==> src/rtl/pbc_pkg.sv <==
// package: register map and encodings of the pin behaviour config block
package pbc_pkg;

    // ****************************************************************
    // register offsets (byte addresses)
    // ****************************************************************
    localparam logic [7:0] PBC_OFS_PIN_CFG    = 8'h00;
    localparam logic [7:0] PBC_OFS_STATUS     = 8'h04;
    localparam logic [7:0] PBC_OFS_ALIGN_ANG  = 8'h08;

    // ****************************************************************
    // pin config field positions
    // ****************************************************************
    localparam int PBC_STOP_SEL_LSB  = 9;
    localparam int PBC_FAULT_SEL_LSB = 7;
    localparam int PBC_ALARM_EN_BIT  = 6;
    localparam int PBC_BRAKE_STY_BIT = 5;
    localparam int PBC_ANG_SRC_BIT   = 4;
    localparam int PBC_SEL_W         = 2;

    // status field positions
    localparam int PBC_ST_FB_BIT     = 0;
    localparam int PBC_ST_STATE_LSB  = 1;
    localparam int PBC_ST_ALARM_BIT  = 3;
    localparam int PBC_ST_LSBRK_BIT  = 4;
    localparam int PBC_ST_ALBRK_BIT  = 5;

    // ****************************************************************
    // reset values and bus answers
    // ****************************************************************
    localparam logic [31:0] PBC_PIN_CFG_RST = 32'h0000_0000;
    localparam logic [31:0] PBC_ALIGN_RST   = 32'h0000_0000;
    localparam logic [1:0]  PBC_RESP_OKAY   = 2'h0;
    localparam logic [1:0]  PBC_RESP_SLVERR = 2'h2;

    // feedback level selector encodings
    localparam logic [1:0] PBC_SEL_0 = 2'h0;
    localparam logic [1:0] PBC_SEL_1 = 2'h1;
    localparam logic [1:0] PBC_SEL_2 = 2'h2;
    localparam logic [1:0] PBC_SEL_3 = 2'h3;

    // motor state
    typedef enum logic [1:0] {
        PBC_RUN   = 2'b00,
        PBC_STOP  = 2'b01,
        PBC_FAULT = 2'b10
    } pbc_motor_e;

endpackage : pbc_pkg

==> src/rtl/pbc_fb_sel.sv <==
// feedback level selector: feedback pin level for the motor state
`timescale 1ns/1ps
module pbc_fb_sel (
    input  wire logic                    i_clk,
    input  wire logic                    i_reset,
    input  wire pbc_pkg::pbc_motor_e     i_state,
    input  wire logic [1:0]              i_stop_sel,
    input  wire logic [1:0]              i_fault_sel,
    input  wire logic                    i_general_level,
    input  wire logic                    i_run_level,
    output logic                         o_level
);
    import pbc_pkg::*;

    logic held_reg;
    logic held_next;
    logic lvl_next;

    // keep last run level for a fault to show
    always_comb begin
        held_next = (i_state == PBC_RUN) ? i_run_level : held_reg;
        lvl_next  = i_general_level;
        case (i_state)
            PBC_STOP: begin
                case (i_stop_sel)
                    PBC_SEL_0: lvl_next = i_general_level;   // RL1
                    PBC_SEL_2: lvl_next = 1'b0;              // RL2
                    default:   lvl_next = 1'b1;              // RL2
                endcase
            end
            PBC_FAULT: begin
                case (i_fault_sel)
                    PBC_SEL_0: lvl_next = held_reg;          // RL3
                    PBC_SEL_1: lvl_next = 1'b1;              // RL4
                    PBC_SEL_2: lvl_next = 1'b0;              // RL4
                    default:   lvl_next = i_general_level;   // RL4
                endcase
            end
            default: lvl_next = i_run_level;
        endcase
    end

    // state change shows at the next edge
    always_ff @(posedge i_clk) begin
        held_reg <= i_reset ? 1'b0 : held_next;
        o_level  <= i_reset ? 1'b0 : lvl_next; // RL8
    end

endmodule : pbc_fb_sel

==> src/rtl/pbc_regs.sv <==
// register store: byte-lane writes, registered read data
`timescale 1ns/1ps
module pbc_regs #(
    parameter int N_WORDS = 2
) (
    input  wire logic                       i_clk,
    input  wire logic                       i_reset,
    input  wire logic                       i_wr_en,
    input  wire logic [$clog2(N_WORDS)-1:0] i_wr_idx,
    input  wire logic [31:0]                i_wr_data,
    input  wire logic [3:0]                 i_wr_strb,
    input  wire logic [$clog2(N_WORDS)-1:0] i_rd_idx,
    output logic      [31:0]                o_rd_data,
    output logic      [N_WORDS*32-1:0]      o_words
);
    import pbc_pkg::*;

    initial begin
        if (N_WORDS < 2) $error("pbc_regs needs at least two words");
    end

    logic [31:0] mem_reg  [N_WORDS];
    logic [31:0] mem_next [N_WORDS];
    logic [31:0] rd_next;

    // byte-lane merge; reads see the stored word
    always_comb begin
        for (int w = 0; w < N_WORDS; w++) begin
            mem_next[w] = mem_reg[w];
            if (i_wr_en && (i_wr_idx == w[$clog2(N_WORDS)-1:0])) begin
                for (int b = 0; b < 4; b++) begin
                    if (i_wr_strb[b]) mem_next[w][b*8 +: 8] = i_wr_data[b*8 +: 8];
                end
            end
        end
        rd_next = mem_reg[i_rd_idx];
    end

    always_ff @(posedge i_clk) begin
        for (int w = 0; w < N_WORDS; w++) begin
            mem_reg[w] <= i_reset ? PBC_PIN_CFG_RST : mem_next[w];
        end
        o_rd_data <= i_reset ? 32'h0000_0000 : rd_next;
    end

    // flat view for field decode
    always_comb begin
        for (int w = 0; w < N_WORDS; w++) o_words[w*32 +: 32] = mem_reg[w];
    end

endmodule : pbc_regs

==> src/rtl/pbc_top.sv <==
// top of the pin behaviour config block: axi4-lite slave, field decode, pin control
//
// Summary of operation
// RL1 - stopped, stop selector zero: feedback follows general setting
// RL2 - stopped: selector one or three drives feedback high, two low
// RL3 - fault, fault selector zero: keep last level from driven motor
// RL4 - fault: selector one high, two low, three follows general setting
// RL5 - alarm pin active only while alarm enable is one
// RL6 - brake request: low-side brake on style zero, align brake on one
// RL7 - align brake angle: last commutation on source zero, configured on one
// RL8 - feedback reevaluated at once on motor state change
//
// The register offsets and the AXI4-Lite interface to the registers were decided locally.
`timescale 1ns/1ps
module pbc_top #(
    parameter int ANGLE_W = 16
) (
    input  wire logic                i_clk,
    input  wire logic                i_reset,
    // axi4-lite slave
    input  wire logic [7:0]          i_s_axi_awaddr,
    input  wire logic                i_s_axi_awvalid,
    output logic                     o_s_axi_awready,
    input  wire logic [31:0]         i_s_axi_wdata,
    input  wire logic [3:0]          i_s_axi_wstrb,
    input  wire logic                i_s_axi_wvalid,
    output logic                     o_s_axi_wready,
    output logic [1:0]               o_s_axi_bresp,
    output logic                     o_s_axi_bvalid,
    input  wire logic                i_s_axi_bready,
    input  wire logic [7:0]          i_s_axi_araddr,
    input  wire logic                i_s_axi_arvalid,
    output logic                     o_s_axi_arready,
    output logic [31:0]              o_s_axi_rdata,
    output logic [1:0]               o_s_axi_rresp,
    output logic                     o_s_axi_rvalid,
    input  wire logic                i_s_axi_rready,
    // motor core side
    input  wire pbc_pkg::pbc_motor_e i_motor_state,
    input  wire logic                i_general_feedback_setting,
    input  wire logic                i_run_feedback_level,
    input  wire logic                i_alarm_event,
    input  wire logic                i_brake_req,
    input  wire logic [ANGLE_W-1:0]  i_last_comm_angle,
    // pin and brake control
    output logic                     o_speed_feedback_out,
    output logic                     o_alarm_pin,
    output logic                     o_low_side_brake,
    output logic                     o_align_brake,
    output logic [ANGLE_W-1:0]       o_brake_angle
);
    import pbc_pkg::*;

    localparam int N_WORDS = 2;
    localparam int IDX_W   = 1;

    initial begin
        if (ANGLE_W < 1 || ANGLE_W > 32) $error("pbc_top: ANGLE_W must be 1..32");
    end

    // ****************************************************************
    // address decode
    // ****************************************************************
    // words: 0 pin config, 1 align angle; status is live
    function automatic logic [2:0] dec_addr(input logic [7:0] a);
        if (a == PBC_OFS_PIN_CFG)        dec_addr = 3'h1;
        else if (a == PBC_OFS_ALIGN_ANG) dec_addr = 3'h2;
        else if (a == PBC_OFS_STATUS)    dec_addr = 3'h4;
        else                             dec_addr = 3'h0;
    endfunction : dec_addr

    // ****************************************************************
    // write channel: address and data taken in either order
    // ****************************************************************
    logic        aw_hold_reg, aw_hold_next;
    logic [7:0]  aw_addr_reg, aw_addr_next;

    logic        w_hold_reg,  w_hold_next;
    logic [31:0] w_data_reg,  w_data_next;
    logic [3:0]  w_strb_reg,  w_strb_next;

    logic        bvalid_reg,  bvalid_next;
    logic [1:0]  bresp_reg,   bresp_next;

    logic        wr_en;
    logic [IDX_W-1:0] wr_idx;
    logic [2:0]  wr_dec;

    // capture and commit
    always_comb begin
        aw_hold_next = aw_hold_reg;
        aw_addr_next = aw_addr_reg;
        w_hold_next  = w_hold_reg;
        w_data_next  = w_data_reg;
        w_strb_next  = w_strb_reg;
        bvalid_next  = bvalid_reg;
        bresp_next   = bresp_reg;
        wr_en        = 1'b0;
        wr_dec       = dec_addr(aw_addr_reg);
        wr_idx       = wr_dec[1];

        if (i_s_axi_awvalid && o_s_axi_awready) begin
            aw_hold_next = 1'b1;
            aw_addr_next = i_s_axi_awaddr;
        end

        if (i_s_axi_wvalid && o_s_axi_wready) begin
            w_hold_next = 1'b1;
            w_data_next = i_s_axi_wdata;
            w_strb_next = i_s_axi_wstrb;
        end

        // both halves held: commit and answer; status and unmapped refuse
        if (aw_hold_reg && w_hold_reg) begin
            wr_en        = (wr_dec[1:0] != 2'h0);
            bresp_next   = wr_en ? PBC_RESP_OKAY : PBC_RESP_SLVERR;
            bvalid_next  = 1'b1;
            aw_hold_next = 1'b0;
            w_hold_next  = 1'b0;
        end

        if (bvalid_reg && i_s_axi_bready) bvalid_next = 1'b0;
    end

    // bus state flops
    always_ff @(posedge i_clk) begin
        aw_hold_reg     <= i_reset ? 1'b0 : aw_hold_next;
        aw_addr_reg     <= i_reset ? 8'h00 : aw_addr_next;
        w_hold_reg      <= i_reset ? 1'b0 : w_hold_next;
        w_data_reg      <= i_reset ? 32'h0000_0000 : w_data_next;
        w_strb_reg      <= i_reset ? 4'h0 : w_strb_next;

        bvalid_reg      <= i_reset ? 1'b0 : bvalid_next;
        bresp_reg       <= i_reset ? PBC_RESP_OKAY : bresp_next;

        o_s_axi_awready <= i_reset ? 1'b0 :
                           (!aw_hold_next && !bvalid_next);
        o_s_axi_wready  <= i_reset ? 1'b0 :
                           (!w_hold_next && !bvalid_next);
    end

    assign o_s_axi_bvalid = bvalid_reg;
    assign o_s_axi_bresp  = bresp_reg;

    // ****************************************************************
    // register store
    // ****************************************************************
    logic [31:0]           mem_rd;
    logic [N_WORDS*32-1:0] words;
    logic [IDX_W-1:0]      rd_idx;

    pbc_regs #(.N_WORDS(N_WORDS)) u_regs (
        .i_clk     (i_clk),
        .i_reset   (i_reset),
        .i_wr_en   (wr_en),
        .i_wr_idx  (wr_idx),
        .i_wr_data (w_data_reg),
        .i_wr_strb (w_strb_reg),
        .i_rd_idx  (rd_idx),
        .o_rd_data (mem_rd),
        .o_words   (words)
    );

    logic [31:0] pin_cfg;
    logic [31:0] align_cfg;

    assign pin_cfg   = words[31:0];
    assign align_cfg = words[63:32];

    // ****************************************************************
    // read channel: two-cycle answer since store data is registered
    // ****************************************************************
    typedef enum logic [1:0] {
        PBC_RD_IDLE = 2'b00,
        PBC_RD_WAIT = 2'b01,
        PBC_RD_RESP = 2'b10
    } pbc_rd_e;

    pbc_rd_e     rd_st_reg,   rd_st_next;
    logic [2:0]  rd_dec_reg,  rd_dec_next;
    logic [7:0]  ar_addr_reg, ar_addr_next;

    logic [31:0] rdata_next;
    logic [1:0]  rresp_next;

    logic [31:0] status_word;

    // index from the accepting edge on, so store data stand during the wait
    assign rd_idx = rd_dec_next[1];

    // fetch and answer
    always_comb begin
        rd_st_next   = rd_st_reg;
        rd_dec_next  = rd_dec_reg;
        ar_addr_next = ar_addr_reg;
        rdata_next   = o_s_axi_rdata;
        rresp_next   = o_s_axi_rresp;

        case (rd_st_reg)
            PBC_RD_IDLE: begin
                if (i_s_axi_arvalid && o_s_axi_arready) begin
                    ar_addr_next = i_s_axi_araddr;
                    rd_dec_next  = dec_addr(i_s_axi_araddr);
                    rd_st_next   = PBC_RD_WAIT;
                end
            end

            PBC_RD_WAIT: begin
                rd_st_next = PBC_RD_RESP;

                if (rd_dec_reg[2]) begin
                    rdata_next = status_word;
                    rresp_next = PBC_RESP_OKAY;
                end else if (rd_dec_reg[1:0] != 2'h0) begin
                    rdata_next = mem_rd;
                    rresp_next = PBC_RESP_OKAY;
                end else begin
                    rdata_next = 32'h0000_0000;
                    rresp_next = PBC_RESP_SLVERR;
                end
            end

            PBC_RD_RESP: begin
                if (i_s_axi_rready) rd_st_next = PBC_RD_IDLE;
            end

            default: rd_st_next = PBC_RD_IDLE;
        endcase
    end

    // read state flops
    always_ff @(posedge i_clk) begin
        rd_st_reg       <= i_reset ? PBC_RD_IDLE : rd_st_next;
        rd_dec_reg      <= i_reset ? 3'h0 : rd_dec_next;
        ar_addr_reg     <= i_reset ? 8'h00 : ar_addr_next;

        o_s_axi_rdata   <= i_reset ? 32'h0000_0000 : rdata_next;
        o_s_axi_rresp   <= i_reset ? PBC_RESP_OKAY : rresp_next;

        o_s_axi_rvalid  <= i_reset ? 1'b0 : (rd_st_next == PBC_RD_RESP);
        o_s_axi_arready <= i_reset ? 1'b0 : (rd_st_next == PBC_RD_IDLE);
    end

    // ****************************************************************
    // feedback pin
    // ****************************************************************
    logic fb_level;

    pbc_fb_sel u_fb (
        .i_clk           (i_clk),
        .i_reset         (i_reset),
        .i_state         (i_motor_state),
        .i_stop_sel      (pin_cfg[PBC_STOP_SEL_LSB +: PBC_SEL_W]),
        .i_fault_sel     (pin_cfg[PBC_FAULT_SEL_LSB +: PBC_SEL_W]),
        .i_general_level (i_general_feedback_setting),
        .i_run_level     (i_run_feedback_level),
        .o_level         (fb_level)
    );

    // feedback straight from the selector flop
    assign o_speed_feedback_out = fb_level;


    // ****************************************************************
    // alarm and brake control
    // ****************************************************************
    logic                alarm_next;
    logic                lsb_next;
    logic                alb_next;
    logic [ANGLE_W-1:0]  ang_next;

    logic                braking_reg;

    // angle captured on align brake entry, then held
    always_comb begin
        alarm_next = pin_cfg[PBC_ALARM_EN_BIT] & i_alarm_event; // RL5

        lsb_next   = i_brake_req & ~pin_cfg[PBC_BRAKE_STY_BIT]; // RL6
        alb_next   = i_brake_req &  pin_cfg[PBC_BRAKE_STY_BIT]; // RL6

        ang_next   = o_brake_angle;
        if (alb_next && !braking_reg) begin
            ang_next = pin_cfg[PBC_ANG_SRC_BIT] ? align_cfg[ANGLE_W-1:0]    // RL7
                                                : i_last_comm_angle;        // RL7
        end
    end

    // pin output flops
    always_ff @(posedge i_clk) begin
        o_alarm_pin      <= i_reset ? 1'b0 : alarm_next;
        o_low_side_brake <= i_reset ? 1'b0 : lsb_next;
        o_align_brake    <= i_reset ? 1'b0 : alb_next;

        braking_reg      <= i_reset ? 1'b0 : alb_next;
        o_brake_angle    <= i_reset ? '0 : ang_next;
    end

    // live status view
    always_comb begin
        status_word = 32'h0000_0000;

        status_word[PBC_ST_FB_BIT]         = fb_level;
        status_word[PBC_ST_STATE_LSB +: 2] = i_motor_state;
        status_word[PBC_ST_ALARM_BIT]      = o_alarm_pin;
        status_word[PBC_ST_LSBRK_BIT]      = o_low_side_brake;
        status_word[PBC_ST_ALBRK_BIT]      = o_align_brake;
    end

endmodule : pbc_top

==> config.mk <==
export PLATFORM = sky130hd
export DESIGN_NAME = pbc_top
export DESIGN_NICKNAME = d
export VERILOG_FILES = /design/src/rtl/pbc_pkg.sv /design/src/rtl/pbc_fb_sel.sv /design/src/rtl/pbc_regs.sv /design/src/rtl/pbc_top.sv
export SDC_FILE = /design/constraint.sdc
export NUM_CORES = 1
export LEC_CHECK = 0
export BUFFER_PORTS_ARGS = -buffer_cell sky130_fd_sc_hd__buf_2
export CAP_MARGIN = 20
export CELL_PAD_IN_SITES_DETAIL_PLACEMENT = 1
export CELL_PAD_IN_SITES_GLOBAL_PLACEMENT = 2
export CORE_MARGIN = 2
export CORE_UTILIZATION = 37
export DETAILED_ROUTE_END_ITERATION = 7
export PLACE_DENSITY_LB_ADDON = 0.1
export SLEW_MARGIN = 20
export SYNTH_ARGS = -nofsm -noshare
export SYNTH_HDL_FRONTEND = slang
export SYNTH_SLANG_ARGS = --single-unit
==> constraint.sdc <==
create_clock -name i_clk -period 2.8 [get_ports i_clk]
set_input_delay 0.14 -clock i_clk [delete_from_list [all_inputs] [get_ports i_clk]]
set_output_delay 0.14 -clock i_clk [all_outputs]
set_load 0.03 [all_outputs]
==> metrics.md, run 1 <==
| Metric | Value |
|---|---|
| Initial core utilization | `0.375` |
| Initial antenna violation count | `0` |
| Unrepaired setup endpoints after global routing | `no` |
| Max reg flops | `64` |
| Cells along the critical path | `and4bb_1 > nand4_4 > mux2i_1 > nor2_1` |
| Seq cells post-synth | `around 210` |
| P per Cell Area | `644 nW/um^2` |
| Routed WL | `21500 um` |
| Fin util | `0.490` |
| GPL Wtd Cong | `0.721` |
| Vias in the first global route | `6746` |
| Max cap viols | `0` |
| Nature of the critical path endpoint | `flop` |
| Pre-Repair DR Iteration Count | `4` |
| Sw power | `1.47 mW` |
| Final period utilization | `0.783` |
| Sequential share of the synthesized area | `0.550` |
| Yosys warns | `0` |
| Yosys cell types | `42` |
| Startpoint Class | `flop` |
| Number of enable flip-flop cells after synthesis | `0` |
| Clk sinks | `207` |
| Nets | `1038` |
| Delay-heaviest family, CP | `simple AND/OR/NAND/NOR gates` |
| Crit-path slowest cell | `and4bb_1` |
| Crit-path max FO | `9` |
| Initial DRC count | `~200` |
| Die X | `147 um` |
| Cell Rows | `52` |
| Setup CP Type | `reg -> reg` |
| Setup-failing EPs final | `0` |
| Hold Fails Final Rpt | `0` |
| Flop pwr share | `0.478` |
| Status | `completed` |
| Worst Hold Class | `in -> reg` |
| R2r worst-path depth | `4` |
| Dpl hpwl | `13300 um` |
| First-pass GRT wire length | `35000 um` |
| Reg clk slew, reported paths | `60 ps` |
| CTS H-tree lvls | `1` |
| Root Buffer | `clkbuf_16` |
| Logic pwr share | `0.064` |
| CP Buf/Inv Count | `0` |
| Synthesis-to-finish area growth | `30.8%` |
| Cell count after synthesis | `760` |
| Total internal power | `4.87 mW` |
| Rel. slew slack | `0.327` |
| Clock Path Buffers | `3` |
| Slew Viols, Final | `0` |
| Die area | `21500 sq um` |
| Vias | `6170` |
| Switch share | `0.232` |
| Slowest cell delay on critical path | `830 ps` |
| Worst Skew | `about 7.4 ps` |
| LEAKAGE | `4.35 nW` |
| Post-layout min period | `2190 ps` |
| Share of layout cells above drive strength 1 | `0.204` |
| Largest net degree at the start of global routing | `144` |
| Async set-reset flop share out of synthesis | `0` |
| Tightest Pin Transition | `1010 ps` |
| Worst skew pair latency | `between 500 and 600 ps` |
| Routed len/inst | `17.3 um` |
| Ports | `142` |
| Aggregate global-route resource usage | `0.200` |
| Hold slack | `roughly 13 ps` |
| GR Overflow Total | `0` |
| Average size of a mapped cell | `9.91 sq um` |
| Post-route DRC | `0` |
| Diode count | `0` |
| Setup_tns | `0 ps` |
| Cell count along the critical path | `4` |
| Core area | `20100 sq um` |
| Vert. Die Dim | `147 um` |
| Ys flop type | `dfxtp_1` |
| Final ANT Viol Nets | `0` |
| CTS tree | `built` |
| Worst VDD drop | `0.400 mV` |
| TritonCTS Buffers | `23` |
| Clk pwr share | `0.458` |
| Via density | `4.98` |
| WP data required | `3170 ps` |
| WP data arrival | `2560 ps` |
| Hold path cells | `3` |
| FMAX | `0.456 GHz` |
| Cell area after synthesis | `7530 sq um` |
| I/O Buffers | `roughly 140` |
[cells in the final DEF (no fill, tap or decap), types with 3 or more instances in the layout]
cell / n
clkbuf_1: 7
mux2i_1: 81
a31oi_1: 7
nand4_4: 8
dfxtp_1: 207
nor2_1: 122
a22o_1: 32
clkbuf_16: 23
nand2_1: 105
nor4b_1: 3
buf_2: 138
clkbuf_8: 4
dlygate4sd3_1: 72
ha_1: 3
inv_1: 5
clkinv_2: 3
nand3_1: 8
a22oi_1: 27
buf_4: 7
a21oi_1: 50
a211oi_1: 16
nor4_1: 4
and3_1: 3
[through the flow]
stage	power, mW	setup WS (ps)	instances	cell area, sq um
finish	6.34	607	1239	9850
global route	6.59	451	1239	9850
CTS	6.41	521	1239	9850
detailed placement	3.42	600	1127	8410
global placement	3.41	687	1127	8410
floorplan	3.28	1210	761	7540
[cell type report]
cell class	instances	area [sq um]
clock buffers	34	657
multi-input cells	498	3140
inverters	5	18.8
flip-flops and latches	207	4140
repair buffers	219	1500
clock inverters	6	61.3
well taps	270	338
fillers	2260	10300
[per-layer routing]
| metal | vias to the layer above | track usage | wire length (um) |
|---|---|---|---|
| met5 | - | 0 | 0 |
| met4 | 0 | 0.0583 | 463 |
| met3 | 42 | 0.0309 | 893 |
| li1 | 3015 | - | - |
| met1 | 2975 | 0.243 | 9420 |
| met2 | 138 | 0.366 | 10700 |
[timing repair]
item / CTS / global route
buffers inserted: 0 / 0
resized for setup: 0 / 0
hold buffers: 72 / 0
endpoints found under the hold margin: 81 / 0
[kinds of logic after synthesis]
family	share of synthesized area
AOI/OAI and AO/OA	0.126
adders and majority gates	0.00498
buffers and inverters	0.0352
DFF	0.550
muxes	0.111
other	0.000498
and+or+nand+nor	0.172
[power by group through the flow]
stage	combinational, mW	clock [mW]	sequential (mW)
6_report	0.404	2.90	3.03
5_1_grt	0.445	3.11	3.04
4_1_cts	0.406	2.97	3.03
3_5_place_dp	0.329	0	3.10
3_3_place_gp	0.318	0	3.09
2_1_floorplan	0.181	0	3.10
[cell usage after synthesis, types with 6 or more instances]
| library cell | number | share of area |
|---|---|---|
| dfxtp_1 | 207 | 0.55 |
| nor2_1 | 122 | 0.061 |
| nand2_1 | 105 | 0.052 |
| mux2i_1 | 81 | 0.11 |
| a21oi_1 | 50 | 0.033 |
| a22o_1 | 32 | 0.037 |
| clkbuf_1 | 29 | 0.014 |
| a22oi_1 | 27 | 0.027 |
| a211oi_1 | 16 | 0.016 |
| buf_2 | 8 | 0.0053 |
| nand3_1 | 8 | 0.0053 |
| nand4_4 | 8 | 0.023 |
| a31oi_1 | 7 | 0.0058 |
| buf_4 | 6 | 0.0060 |
[worst min-delay path, stage by stage]
cell      delay, ps
buf_2           100
mux2i_1         140
a211oi_1         90
[path summary, 6_finish.rpt]
| check | from | end | slack [ps] |
|---|---|---|---|
| worst max register to register | aw_hold_reg | u_regs.mem_reg[1][0] | 610 |
| worst max-delay path | aw_hold_reg | u_regs.mem_reg[1][0] | 610 |
| worst min register to register | u_regs.o_rd_data[0] | o_s_axi_rdata[0] | 450 |
| worst min-delay path | i_last_comm_angle[6] | o_brake_angle[6] | 10 |
(Power assumes the default switching activity.)
==> run 2, diff against run 1 <==
Settings changed: CORE_UTILIZATION 37 to 34.
Clock period 2.8 ns to 2.1 ns, I/O delays scaled along.
==> metrics.md, run 2 (synthesis results as in run 1) <==
| Metric | Value |
|---|---|
| Ports | `142 (unchanged)` |
| Tightest Pin Transition | `682 ps (-326 ps)` |
| Slowest cell delay on critical path | `560 ps (-270 ps)` |
| Cell Rows | `54 (+3.8%)` |
| Worst Hold Class | `in -> reg` |
| Commonest non-fill, non-tap cells in the layout | `dfxtp_1 (207), buf_2 (138), nor2_1 (122), nand2_1 (104), dlygate4sd3_1 (82)` |
| Clock Path Buffers | `3 (unchanged)` |
| Unrepaired setup endpoints after global routing | `no` |
| I/O Buffers | `139 (unchanged)` |
| Reg clk slew, reported paths | `60 ps (about the same)` |
| Worst Skew | `12.1 ps (+4.65 ps)` |
| Nature of the critical path endpoint | `flop` |
| Final period utilization | `0.857 (+0.0738)` |
| Worst skew pair latency | `510 ps (about the same)` |
| Diode count | `0 (unchanged)` |
| Setup-failing EPs final | `0 (unchanged)` |
| Hold slack | `35.9 ps (+23.2 ps)` |
| DP Area | `8500 sq um (+1.0%)` |
| Crit-path slowest cell | `dlygate4sd3_1` |
| Placed Cells | `1143 (+1.4%)` |
| Finished Cell Area | `10100 sq um (+2.0%)` |
| Initial antenna violation count | `0 (unchanged)` |
| Initial DRC count | `222 (+9.4%)` |
| LEAKAGE | `4.47 nW (+2.6%)` |
| Hold path cells | `3 (unchanged)` |
| Via density | `4.90 (-1.7%)` |
| Hold Fails Final Rpt | `0 (unchanged)` |
| First-pass GRT wire length | `35000 um (-0.12%)` |
| CTS H-tree lvls | `1 (unchanged)` |
| Die area | `23400 sq um (+8.6%)` |
| Crit-path max FO | `22 (+13)` |
| GR Overflow Total | `0 (unchanged)` |
| Final ANT Viol Nets | `0 (unchanged)` |
| Die X | `153 um (+4.2%)` |
| FMAX | `0.556 GHz (+22%)` |
| Startpoint Class | `flop` |
| Post-route DRC | `0 (unchanged)` |
| Max reg flops | `64 (unchanged)` |
| Core area | `21800 sq um (+8.2%)` |
| Rel. slew slack | `0.545 (+0.217)` |
| WP data required | `2550 ps (-620 ps)` |
| Share of layout cells above drive strength 1 | `0.211 (+0.00662)` |
| Pre-CTS WS | `372 ps (-228 ps)` |
| R2r worst-path depth | `5 (+1)` |
| Slew Viols, Final | `0 (unchanged)` |
| TritonCTS Buffers | `23 (unchanged)` |
| Largest net degree at the start of global routing | `91 (-37%)` |
| GPL Wtd Cong | `0.713 (-1.2%)` |
| Aggregate global-route resource usage | `0.183 (-0.0172)` |
| Fin util | `0.462 (-0.0280)` |
| Initial core utilization | `0.346 (-0.0284)` |
| Vias | `6198 (+0.45%)` |
| Clk sinks | `207 (unchanged)` |
| Final non-filler cell total | `1266 (+2.2%)` |
| P per Cell Area | `844 nW/um^2 (+31%)` |
| Nets | `1054 (+1.5%)` |
| Total power draw | `8.48 mW (+34%)` |
| Synthesis-to-finish area growth | `33.4%` |
| Post-layout min period | `1800 ps (-393 ps)` |
| Dpl hpwl | `14000 um (+5.0%)` |
| Post-CTS Setup Bufs | `0 (unchanged)` |
| Vert. Die Dim | `153 um (+4.2%)` |
| Commonest non-fill, non-tap cell in the layout | `dfxtp_1` |
| Root Buffer | `clkbuf_16` |
| Final setup margin | `300 ps (-307 ps)` |
| Cells along the critical path | `nand2_2 > buf_12 > nand2_1 > a21oi_1 > dlygate4sd3_1` |
| Setup CP Type | `reg -> reg` |
| Vias in the first global route | `6684 (-0.92%)` |
| Worst VDD drop | `0.471 mV (+18%)` |
| Pre-Repair DR Iteration Count | `4 (unchanged)` |
| Max cap viols | `0 (unchanged)` |
| WP data arrival | `2250 ps (-310 ps)` |
| Setup_tns | `0 ps (unchanged)` |
| Status | `completed` |
| Filler Cell Count | `2462 (+8.9%)` |
| Routed WL | `21600 um (+0.37%)` |
| CTS tree | `built` |
| Routed len/inst | `17.0 um (-1.8%)` |
[run 2: cell type report]
class,count,area (sq um),area share
sequential,207,4140,0.412
multi-input combinational,498,3140,0.312
timing repair buffer,235,1670,0.166
clock buffer,36,704,0.0701
tap,280,350,0.0349
clock inverter,5,28.8,0.00286
inverter,5,18.8,0.00187
[run 2: repair_timing]
item	CTS	global route
endpoints found under the hold margin	85	0
gates resized for setup	0	0
hold buffers	82	0
[run 2: path summary, 6_finish.rpt]
kind	startpoint	endpoint	slack, ps
setup / recovery	o_s_axi_wready	w_strb_reg[0]	300
setup reg to reg	o_s_axi_wready	w_strb_reg[0]	300
hold reg to reg	u_regs.o_rd_data[0]	o_s_axi_rdata[0]	440
hold / removal	i_s_axi_arvalid	rd_st_reg[0]	40
[run 2: critical path, delay by kind of cell, from the launching register on]
family	cells	cell delay [ps]
buf+inv	2	800
simple gates	2	460
compound gates	1	140
flops	1	320
[run 2: report_power, final]
part / internal (mW) / switching [mW] / leakage, nW / total, mW
registers: 3.99 / 0.0562 / 1.67 / 4.04
clock network: 2.29 / 1.59 / 0.367 / 3.88
logic: 0.248 / 0.311 / 2.43 / 0.560
total: 6.53 / 1.95 / 4.47 / 8.48
[run 2: routing by layer]
| metal | routed length (um) | global-route usage | vias to the layer above |
|---|---|---|---|
| li1 | - | - | 3063 |
| met1 | 9890 | 0.231 | 2987 |
| met2 | 10500 | 0.329 | 119 |
| met3 | 810 | 0.0269 | 29 |
| met4 | 367 | 0.0445 | 0 |
| met5 | 0 | 0 | - |
